[config.mk]
export PLATFORM = sky130hd
export DESIGN_NAME = motor_load_measurement
export DESIGN_NICKNAME = d
export VERILOG_FILES = /design/src/hw/load_meas_pkg.sv /design/src/hw/load_avg_if.sv /design/src/hw/load_avg_filter.sv /design/src/hw/motor_load_measurement.sv
export SDC_FILE = /design/constraint.sdc
export NUM_CORES = 1
export LEC_CHECK = 0
export ABC_AREA = 1
export CELL_PAD_IN_SITES_DETAIL_PLACEMENT = 1
export CELL_PAD_IN_SITES_GLOBAL_PLACEMENT = 1
export CORE_ASPECT_RATIO = 0.9
export CORE_UTILIZATION = 50
export DETAILED_ROUTE_END_ITERATION = 16
export DONT_BUFFER_PORTS = 1
export HOLD_SLACK_MARGIN = 0.03
export PLACE_DENSITY_LB_ADDON = 0.12
export SLEW_MARGIN = 10
export SYNTH_ARGS = -nofsm -noshare
export SYNTH_HDL_FRONTEND = slang
export SYNTH_SLANG_ARGS = --single-unit
[constraint.sdc]
create_clock -name clock -period 3.7 [get_ports clock]
set_clock_uncertainty 0.1 [all_clocks]
set_input_delay 0.925 -clock clock [delete_from_list [all_inputs] [get_ports clock]]
set_output_delay 0.925 -clock clock [all_outputs]
set_load 0.01 [all_outputs]
[src/hw/load_meas_pkg.sv]
// Purpose: Shared constants for the motor load measurement unit.
// Assumes: One 20 MHz clock, active-low asynchronous reset.
// Notes:   Widths, reset values and scaling live here only.
package load_meas_pkg;

    // ------------------------------------------------------------------
    // Widths
    // ------------------------------------------------------------------
    localparam int unsigned OFFSET_W   = 7;
    localparam int unsigned LOAD_W     = 10;
    localparam int unsigned CALC_W     = 12;
    localparam int unsigned AVG_LOG2   = 2;
    localparam int unsigned ACC_W      = LOAD_W + AVG_LOG2;

    // ------------------------------------------------------------------
    // Reset values and scaling
    // ------------------------------------------------------------------
    localparam logic [OFFSET_W-1:0] OFFSET_RST    = 7'h00;
    localparam logic                FILT_EN_RST   = 1'b0;
    localparam logic [LOAD_W-1:0]   LOAD_RST      = 10'h3FF;
    localparam logic [LOAD_W-1:0]   LOAD_MAX      = 10'h3FF;
    localparam logic [CALC_W-1:0]   CALC_LOAD_MAX = 12'h3FF;
    localparam int unsigned         OFFSET_SHIFT  = 4;
    localparam logic [AVG_LOG2-1:0] AVG_LAST      = 2'h3;

endpackage : load_meas_pkg

[src/hw/load_avg_if.sv]
// Purpose: Carries raw samples to the averaging filter and its result back.
// Assumes: Both ends on the same clock.
// Notes:   sample_valid and result_valid are one-cycle pulses.
`timescale 1ns/1ns
interface load_avg_if;
    import load_meas_pkg::*;

    logic [LOAD_W-1:0] sample;
    logic              sample_valid;
    logic              clear;
    logic [LOAD_W-1:0] result;
    logic              result_valid;

    modport src  (output sample, output sample_valid, output clear,
                  input  result, input  result_valid);
    modport sink (input  sample, input  sample_valid, input  clear,
                  output result, output result_valid);
endinterface : load_avg_if

[src/hw/load_avg_filter.sv]
// Purpose: Averages four consecutive full-step load samples.
// Assumes: Samples arrive as single-cycle pulses on the shared clock.
// Notes:   A clear restarts the group of four from nothing.
`timescale 1ns/1ns
module load_avg_filter
    import load_meas_pkg::*;
(
    input  wire logic     clock,
    input  wire logic     nrst,
    load_avg_if.sink      avg
);

    logic [ACC_W-1:0]    acc_r;
    logic [AVG_LOG2-1:0] cnt_r;
    logic [LOAD_W-1:0]   result_r;
    logic                valid_r;
    logic                last_w;
    logic [ACC_W-1:0]    sum_w;

    // ------------------------------------------------------------------
    // Accumulation
    // ------------------------------------------------------------------
    // The fourth sample closes a group; the sum divided by four is the result.
    assign last_w = avg.sample_valid && (cnt_r == AVG_LAST);
    assign sum_w  = acc_r + ACC_W'(avg.sample);

    always_ff @(posedge clock or negedge nrst) begin
        if (!nrst) begin
            acc_r    <= '0;
            cnt_r    <= '0;
            result_r <= LOAD_RST;
            valid_r  <= 1'b0;
        end else if (avg.clear) begin
            acc_r   <= '0;
            cnt_r   <= '0;
            valid_r <= 1'b0;
        end else begin
            valid_r <= last_w;
            if (avg.sample_valid) begin
                cnt_r <= cnt_r + 2'h1;
                acc_r <= last_w ? '0 : sum_w;
            end
            if (last_w) begin
                result_r <= sum_w[ACC_W-1:AVG_LOG2];
            end
        end
    end

    assign avg.result       = result_r;
    assign avg.result_valid = valid_r;
endmodule : load_avg_filter

[src/hw/motor_load_measurement.sv]
// Purpose: Turns the chopper-derived raw load into the reported load value
//          and the stall flag, with an optional four-step average.
// Assumes: raw_load and full_step come from logic on the same clock;
//          the host setting ports are synchronous to that clock.
// Notes:   Higher values mean lighter load; zero means the motor stalled.
//          The offset moves the value in steps of sixteen and the sum is clamped.
//          The value check compares against a separate signed reference of the sum.
`timescale 1ns/1ns

// Operation
// Accept a 7-bit signed threshold offset, up to +63, to shift range.
// Negative offsets make stall detection more sensitive, positive less.
// Host should not program an offset below minus ten.
// Filter enabled: update once per four full steps with averaged result.
// Report load as unsigned 10-bit value from 0 to 1023.
// Larger value for lighter load, near zero at maximum load.
// Assert stall flag when the load value reaches zero.
// Host lowers offset if motor stalls first, raises it otherwise.
// Host starts offset tuning from zero.
// Filter disabled: refresh load value once every full step.
// Stall flag output is active high while a stall is signalled.
// Offset and filter enable reset to zero and hold until written.
module motor_load_measurement
    import load_meas_pkg::*;
(
    input  wire logic                clock,
    input  wire logic                nrst,
    input  wire logic                full_step,
    input  wire logic [LOAD_W-1:0]   raw_load,
    input  wire logic                cfg_write,
    input  wire logic [OFFSET_W-1:0] cfg_offset,
    input  wire logic                cfg_filter_en,
    output logic [OFFSET_W-1:0]      stall_threshold_offset,
    output logic                     load_filter_enable,
    output logic [LOAD_W-1:0]        load_measure_value,
    output logic                     stall_flag_out,
    output logic                     load_update
);

    logic [OFFSET_W-1:0] offset_r;
    logic                filt_r;
    logic [LOAD_W-1:0]   value_r;
    logic                stall_r;
    logic                upd_r;
    logic [LOAD_W-1:0]   src_w;
    logic                take_w;
    logic [CALC_W-1:0]   off_ext_w;
    logic [CALC_W-1:0]   off_scaled_w;
    logic [CALC_W-1:0]   sum_w;
    logic [LOAD_W-1:0]   value_nxt;

    load_avg_if avg ();

    // ------------------------------------------------------------------
    // Host settings
    // ------------------------------------------------------------------
    // Settings change only on a host write and are cleared by reset.
    // Both share one strobe, so the filter never meets a half-written offset.
    always_ff @(posedge clock or negedge nrst) begin
        if (!nrst) begin
            offset_r <= OFFSET_RST;
            filt_r   <= FILT_EN_RST;
        end else if (cfg_write) begin
            offset_r <= cfg_offset;
            filt_r   <= cfg_filter_en;
        end
    end

    // ------------------------------------------------------------------
    // Averaging filter
    // ------------------------------------------------------------------
    // Only full steps taken while filtering is on feed the filter; it restarts while filtering is off.
    // Holding it clear while off drops any partial group, so the first
    // filtered result after a mode change is built from four fresh steps.
    assign avg.sample       = raw_load;
    assign avg.sample_valid = full_step && filt_r;
    assign avg.clear        = !filt_r;

    load_avg_filter load_avg_filter_inst (
        .clock (clock),
        .nrst  (nrst),
        .avg   (avg)
    );

    // ------------------------------------------------------------------
    // Source selection and offset correction
    // ------------------------------------------------------------------
    // Filtered mode takes the average once per four steps, else each step.
    assign src_w  = filt_r ? avg.result : raw_load;
    assign take_w = filt_r ? avg.result_valid : full_step;

    // The signed offset, scaled up, is added so that a positive offset
    // lifts the value and delays a stall, and a negative one lowers it.
    assign off_ext_w    = {{(CALC_W-OFFSET_W){offset_r[OFFSET_W-1]}}, offset_r};
    assign off_scaled_w = CALC_W'(off_ext_w << OFFSET_SHIFT);
    assign sum_w        = {2'b00, src_w} + off_scaled_w;

    // Saturate to the unsigned 10-bit range.
    // Only a negative sum sets the top bit; positive sums stop at 2031.
    assign value_nxt = sum_w[CALC_W-1]          ? '0 :
                       (sum_w > CALC_LOAD_MAX)  ? LOAD_MAX :
                                                  sum_w[LOAD_W-1:0];

    // ------------------------------------------------------------------
    // Reported value and stall flag
    // ------------------------------------------------------------------
    // Value and flag update together so the flag always matches the value.
    // The flag is a level, not sticky: a refresh that lifts the value above
    // zero drops it again, so the host must sample it while it stands.
    always_ff @(posedge clock or negedge nrst) begin
        if (!nrst) begin
            value_r <= LOAD_RST;
            stall_r <= 1'b0;
            upd_r   <= 1'b0;
        end else begin
            upd_r <= take_w;
            if (take_w) begin
                value_r <= value_nxt;
                stall_r <= (value_nxt == '0);
            end
        end
    end

    assign stall_threshold_offset = offset_r;
    assign load_filter_enable     = filt_r;
    assign load_measure_value     = value_r;
    assign stall_flag_out         = stall_r;
    assign load_update            = upd_r;

    // ------------------------------------------------------------------
    // Reference for the checks
    // ------------------------------------------------------------------
    // The expected value is built in signed arithmetic instead of the
    // unsigned wrap and top-bit test above, so a slip in either shows up
    // as a mismatch between the two.
    logic signed [CALC_W:0] ref_sum_w;
    logic [LOAD_W-1:0]      ref_val_w;

    assign ref_sum_w = $signed({3'h0, src_w}) + ($signed(offset_r) <<< OFFSET_SHIFT);
    assign ref_val_w = ref_sum_w[CALC_W]                        ? '0 :
                       (ref_sum_w > $signed({3'h0, LOAD_MAX})) ? LOAD_MAX :
                                                                  ref_sum_w[LOAD_W-1:0];
endmodule : motor_load_measurement
==> results of run 1 <==
-- sequential cells by signal, indices dropped and copies added (netlist names) --
register,cells
load_update,1
load_avg_filter_inst.cnt_r,2
load_filter_enable,1
stall_threshold_offset,7
load_avg_filter_inst.acc_r,12
load_measure_value,10
stall_flag_out,1
load_avg_filter_inst.avg.result,10
load_avg_filter_inst.avg.result_valid,1
-- power groups by stage --
stage | clock network (mW) | logic, mW | registers, mW
after detailed placement | 0 | 0.358 | 0.671
after global routing | 0.463 | 0.413 | 0.674
final | 0.440 | 0.362 | 0.663
after CTS | 0.447 | 0.364 | 0.665
after floorplan | 0 | 0.276 | 0.655
after global placement | 0 | 0.338 | 0.665
-- path summary, 6_finish.rpt --
| check | startpoint | to | slack (ns) | cells past startpoint |
|---|---|---|---|---|
| max | load_filter_enable$_DFFE_PN0P_ | stall_flag_out$_DFFE_PN0P_ | 0.95 | 17 |
| min | nrst | stall_threshold_offset[3]$_DFFE_PN0P_ | 0.21 | 0 |
| max reg2reg | load_filter_enable$_DFFE_PN0P_ | stall_flag_out$_DFFE_PN0P_ | 0.95 | 17 |
| min reg2reg | load_avg_filter_inst.avg.result[7]$_DFFE_PN1P_ | load_avg_filter_inst.avg.result[7]$_DFFE_PN1P_ | 0.39 | 2 |
| max in group asynchronous | nrst | load_avg_filter_inst.avg.result[0]$_DFFE_PN1P_ | 3.10 | 0 |
| min in group clock | load_avg_filter_inst.avg.result[7]$_DFFE_PN1P_ | load_avg_filter_inst.avg.result[7]$_DFFE_PN1P_ | 0.39 | 2 |
-- per-layer routing --
metal  track usage [%]  up-vias  share of wire (%)
met2              48.0       39                 51
met1              32.3     1055                 44
met3              5.68       10                3.4
met5                 0        -                  0
li1                  -     1056                  -
met4              8.89        0                1.6
-- final cells by class --
cell class / count / area (sq um)
clock buffer: 5 / 68.8
clock inverter: 3 / 65.1
fill: 625 / 2120
inverter: 32 / 120
multi-input combinational: 242 / 1360
sequential: 45 / 1150
tap: 65 / 81.3
timing repair buffer: 2 / 15.0
-- logic make-up (layout without fill, tap and decap cells) --
kind of cell	Yosys count	after routing
buffers and inverters	37	42
AO/OA/AOI/OAI	52	52
adder cells (fa/ha/maj)	19	19
multiplexers	8	8
XOR/XNOR	11	11
flip-flops	45	45
AND/OR/NAND/NOR	152	152
-- cells in the mapped netlist (all sizes together) --
master,number,area (sq um)
a22o,2,17.5
dfstp,20,526
o21a,1,7.51
nand4,4,25.0
a31oi,1,6.26
clkbuf,1,3.75
or2,3,18.8
nand2,117,462
ha,17,213
o21ai,34,174
mux2i,3,30.0
clkinv,1,3.75
o21bai,2,15.0
nor2,11,46.3
xor2,9,78.8
xnor2,2,17.5
a21oi,11,58.8
dfrtp,25,626
nand3,15,80.1
mux2,5,56.3
a21o,1,7.51
fa,2,40.0
nor3,2,10.0
buf,4,20.0
inv,31,116
-- placed cells by master, fill, tap and decap left out, types with 3 or more instances in the layout --
cell / count
dfrtp_1: 25
a21oi_1: 10
mux2_2: 5
nand4_1: 4
clkbuf_8: 5
dfstp_2: 20
nor2_1: 9
o21ai_0: 31
nand2_2: 3
nand2_1: 112
nand3_1: 14
mux2i_1: 3
ha_1: 17
inv_1: 30
xor2_1: 9
-- stage by stage --
step           instance area [sq um]  utilization, %
3_3_place_gp                    2730            54.8
2_1_floorplan                   2660               -
6_report                        2870            57.5
3_5_place_dp                    2730            54.8
4_1_cts                         2870            57.5
5_1_grt                         2870            57.5
==> flow_metrics.env, run 1 <==
export IMPL_status="complete, no violations"
export IMPL_place_congestion=0.856
export IMPL_ios=42
export IMPL_grt_pass1_vias=2362
export IMPL_die_h_um=71.2
export IMPL_synthAdderAreaFrac_pct=9.51
export IMPL_drt_wirelength_per_cell_um=17.3
export IMPL_seq_power_share_pct=45.2
export IMPL_pre_cts_slack_ns=0.903
export IMPL_yosysSeqAreaShare_pct=43.3
export IMPL_cts_sinks=45
export IMPL_start_util_pct=53.3
export IMPL_grt_antenna_before_repair=0
export IMPL_fin_crit_sh_pct=74.4
export IMPL_critPathTopFamily="simple AND/OR/NAND/NOR gates"
export IMPL_numCtsBuffers=5
export IMPL_antenna_left=0
export IMPL_arrival_ns=2.85
export IMPL_viasPerCell=5.48
export IMPL_final_cells=394
export IMPL_syn_area_sq_um=2660
export IMPL_ctsLongestPathBuffers=2
export IMPL_path_cells="buf_4, clkinv_1, or2_2, o21ai_0, inv_1, ha_1, nand2_1, inv_1, nand3_1, nand3_1, nand2_1, nand2_4, inv_1, a21oi_2, nor2_1, nand3_1, nand2_1"
export IMPL_finalHoldViolCount=0
export IMPL_finalCriticalPeriod_ns=2.75
export IMPL_cts_tree="built"
export IMPL_crit_path_end_kind="register"
export IMPL_avgSynthCellArea_sq_um=8.21
export IMPL_ys_seq_elements=45
export IMPL_fmax_mhz=363
export IMPL_cp_start_kind="register"
export IMPL_syn_to_final_growth_pct=7.76
export IMPL_synth_area_mux_share_pct=3.25
export IMPL_synth_top_family_by_area="simple AND/OR/NAND/NOR gates"
export IMPL_drv_cap=0
export IMPL_drc_errors=0
export IMPL_clk_latency_ns=0.30
export IMPL_tightestPinTransition_ns=0.996
export IMPL_setup_ws_ns=0.946
export IMPL_switching_share_pct=32.2
export IMPL_crit_required_ns=3.79
export IMPL_intPower_uw=993
export IMPL_grt_first_pass_wirelength_um=11300
export IMPL_syn_num_nets=365
export IMPL_layout_nets=369
export IMPL_n_antenna_cell=0
export IMPL_ys_types=34
export IMPL_wl_um=6800
export IMPL_layout_drive_gt1_share_pct=14.6
export IMPL_switchingPower_uw=472
export IMPL_num_vias=2160
export IMPL_setup_viol=0
export IMPL_pwr_share_comb_pct=24.7
export IMPL_hold_ws_ns=0.209
export IMPL_rsz0062_at_grt="false"
export IMPL_ctsRootBufferMaster="clkbuf_8"
export IMPL_grt_max_degree=46
export IMPL_grt_usage_pct=26.9
export IMPL_std_cell_rows=24
export IMPL_port_buffers=0
export IMPL_cts_hold_buf=0
export IMPL_pwr_density_cell_nw_per_um2=511
export IMPL_maxSlewHeadroom_pct=33.3
export IMPL_cp_max_fo=15
export IMPL_postCtsSetupBuffers=0
export IMPL_power_mw=1.47
export IMPL_slew_viol_final=0
export IMPL_grt_ovfl_total=0
export IMPL_core_area_sq_um=4980
export IMPL_drt_iter0_drc=55
export IMPL_synth_cells=324
export IMPL_placed_cells_incl_taps=386
export IMPL_synth_xor_xnor_area_share_pct=3.62
export IMPL_clk_pin_slew_ns=0.09
export IMPL_crit_buf_inv=5
export IMPL_die_area_sq_um=5610
export IMPL_p_clk_share_pct=30.1
export IMPL_min_path_type="input pin to asynchronous set/reset pin"
export IMPL_die_w_um=78.9
export IMPL_yosys_area_share_simple_pct=24.1
export IMPL_cpMaxStageDelayCell="dfrtp_1"
export IMPL_worstSetupPathType="register to register"
export IMPL_htreeDepth=2
export IMPL_cts_resized_gates=0
export IMPL_first_pass_iters=4
export IMPL_leakage_nw=1.45
export IMPL_fin_setup_tns_ns=0
export IMPL_yosys_warnings=0
export IMPL_ir_drop_mv=0.228
export IMPL_place_hpwl_um=5290
export IMPL_synth_compound_gate_area_share_pct=10.8
export IMPL_cp_slowest_stage_delay_ns=0.33
Power figures use the tool's default switching activity.
==> run 2: changes to the inputs <==
Settings changed: CORE_UTILIZATION 50 to 42.
Clock period 3.7 ns to 2.3 ns, I/O delays scaled along.
==> flow_metrics.env, run 2 (same netlist as run 1, synthesis figures left out) <==
export IMPL_intPower_mw=1.53
export IMPL_grt_use_met1_pct=30.2
export IMPL_arrival_ns=2.55
export IMPL_cts_sinks=45
export IMPL_n_antenna_cell=0
export IMPL_finalHoldViolCount=0
export IMPL_status="finished, violations left"
export IMPL_first_pass_iters=4
export IMPL_pwr_density_cell_nw_per_um2=727
export IMPL_grt_ovfl_total=0
export IMPL_finalCriticalPeriod_ns=2.40
export IMPL_leakage_nw=1.63
export IMPL_largest_register_ffs=12
export IMPL_final_cell_mix="nand2_1 (91), inv_1 (25), o21ai_0 (25), buf_4 (25), dfrtp_1 (24)"
export IMPL_seq_power_share_pct=44.2
export IMPL_antenna_left=0
export IMPL_final_common_cell="nand2_1"
export IMPL_power_mw=2.41
export IMPL_wl_um=7150
export IMPL_timing_rr_start="load_filter_enable$_DFFE_PN0P_"
export IMPL_fmax_mhz=417
export IMPL_busiest_layer="met2"
export IMPL_std_cell_rows=27
export IMPL_num_vias=2274
export IMPL_setup_ws_ns=-0.0980
export IMPL_cp_start_kind="register"
export IMPL_die_h_um=77.5
export IMPL_ctsLongestPathBuffers=2
export IMPL_final_cells=447
export IMPL_clk_pin_slew_ns=0.11
export IMPL_fin_crit_sh_pct=104
export IMPL_switchingPower_uw=886
export IMPL_core_area_sq_um=6110
export IMPL_switching_share_pct=36.7
export IMPL_endpoint="stall_flag_out$_DFFE_PN0P_"
export IMPL_critPathLaunch="load_filter_enable$_DFFE_PN0P_"
export IMPL_worstSetupPathType="register to register"
export IMPL_htreeDepth=2
export IMPL_drv_cap=0
export IMPL_grt_antenna_before_repair=0
export IMPL_violations="negative setup slack"
export IMPL_layout_nets=400
export IMPL_maxSlewHeadroom_pct=59.3
export IMPL_rrSetupSlack_ns=-0.1
export IMPL_drt_wirelength_per_cell_um=16.0
export IMPL_crit_required_ns=2.46
export IMPL_grt_usage_pct=23.7
export IMPL_numCtsBuffers=5
export IMPL_place_hpwl_um=5100
export IMPL_drt_iter0_drc=78
export IMPL_setup_viol=6
export IMPL_cp_max_fo=6
export IMPL_crit_path_end_kind="register"
export IMPL_die_w_um=85.9
export IMPL_r2r_end="stall_flag_out$_DFFE_PN0P_"
export IMPL_layout_drive_gt1_share_pct=33.3
export IMPL_die_area_sq_um=6650
export IMPL_placed_cell_area_sq_um=2910
export IMPL_grt_max_degree=46
export IMPL_min_path_type="input pin to register"
export IMPL_clk_latency_ns=0.31
export IMPL_largest_register="load_avg_filter_inst.acc_r"
export IMPL_start_util_pct=43.5
export IMPL_syn_to_final_growth_pct=24.8
export IMPL_hp_start="cfg_write"
export IMPL_final_cell_area_sq_um=3320
export IMPL_ios=42
export IMPL_port_buffers=0
export IMPL_grt_first_pass_wirelength_um=12200
export IMPL_place_congestion=0.843
export IMPL_ctsRootBufferMaster="clkbuf_8"
export IMPL_viasPerCell=5.09
export IMPL_ir_drop_mv=0.301
export IMPL_p_clk_share_pct=22.2
export IMPL_grt_use_met2_pct=40.9
export IMPL_cts_tree="built"
export IMPL_placed_cells_incl_taps=428
export IMPL_reg2regPathDepth=16
export IMPL_rsz0062_at_grt="true"
export IMPL_slew_viol_final=0
export IMPL_grt_use_met3_pct=5.11
export IMPL_grt_pass1_vias=2468
export IMPL_tightestPinTransition_ns=0.609
export IMPL_drc_errors=0
export IMPL_pwr_share_comb_pct=33.7
-- run 2: changes by cell type in the layout (fill, tap and decap cells not counted), moves of 5 or more --
| cell | change |
|---|---|
| buf_4 | +23 |
| ha_1 | -5 |
| nand2_2 | +17 |
| o21ai_0 | -6 |
| inv_2 | +5 |
| inv_1 | -5 |
| nand2_1 | -21 |
| ha_4 | +5 |
| nand2_4 | +5 |
-- run 2: repair_timing --
item / 4_1_cts / 5_1_grt
hold buffers: 2 / 0
setup endpoints to repair: 9 / 11
pin swaps: 21 / 9
endpoints found under the hold margin: 45 / 0
gates cloned: 3 / 0
buffers inserted: 6 / 0
gates resized for setup: 43 / 17
-- run 2: layer usage --
metal / wire (um) / vias to the layer above / share of wire, %
met3: 285 / 8 / 4.0
met2: 3600 / 32 / 50
li1: - / 1122 / -
met5: 0 / - / 0
met4: 82 / 0 / 1.1
met1: 3180 / 1112 / 44
-- run 2: through the flow --
step                      utilization (%)  setup WS, ns  hold WS, ns  setup TNS, ns
after floorplan                         -        0.0544        0.179              0
after global placement               47.6       -0.0842        0.180         -0.122
after detailed placement             47.6        -0.164        0.180         -0.706
after CTS                            53.4       -0.0542        0.252         -0.116
after global routing                 54.3        -0.217        0.250         -0.996
final                                54.3       -0.0980        0.262         -0.204
-- run 2: how the worst min path moves through the flow --
stage,to,slack (ns),cells past startpoint
floorplan,load_avg_filter_inst.acc_r[0]$_DFFE_PN0P_,0.18,0
global placement,load_avg_filter_inst.acc_r[11]$_DFFE_PN0P_,0.18,0
detailed placement,load_avg_filter_inst.acc_r[11]$_DFFE_PN0P_,0.18,0
CTS,load_filter_enable$_DFFE_PN0P_,0.25,1
global route,load_filter_enable$_DFFE_PN0P_,0.25,1
finish,stall_threshold_offset[6]$_DFFE_PN0P_,0.26,1
-- run 2: power by group through the flow --
stage | Combinational [mW] | Clock, mW | Sequential, mW
after global placement | 0.623 | 0 | 1.07
after detailed placement | 0.645 | 0 | 1.08
after global routing | 0.911 | 0.576 | 1.08
after floorplan | 0.445 | 0 | 1.05
final | 0.813 | 0.535 | 1.07
after CTS | 0.777 | 0.551 | 1.07
-- run 2: layout make-up --
cell class              count  area [sq um]
multi-input cells         244          1580
clock inverters             3          25.0
well taps                  87           109
inverters                  32           125
repair inverters            1          5.00
fillers                   730          2800
repair buffers             30           259
clock buffers               5          68.8
flip-flops and latches     45          1150
-- run 2: worst max-delay path: stages (launching register included) --
cell and delay [ns]:
dfrtp_2 0.46, buf_6 0.15, buf_6 0.12, nand2_4 0.05, nand2_4 0.05, ha_4 0.25
nand2_2 0.08, nor2_1 0.05, nand2_2 0.07, nand4_1 0.25, nand2_4 0.20, nand2_1 0.10
nand2_2 0.09, nand2_1 0.07, nor2_2 0.10, nand3_1 0.09, nand2_1 0.06
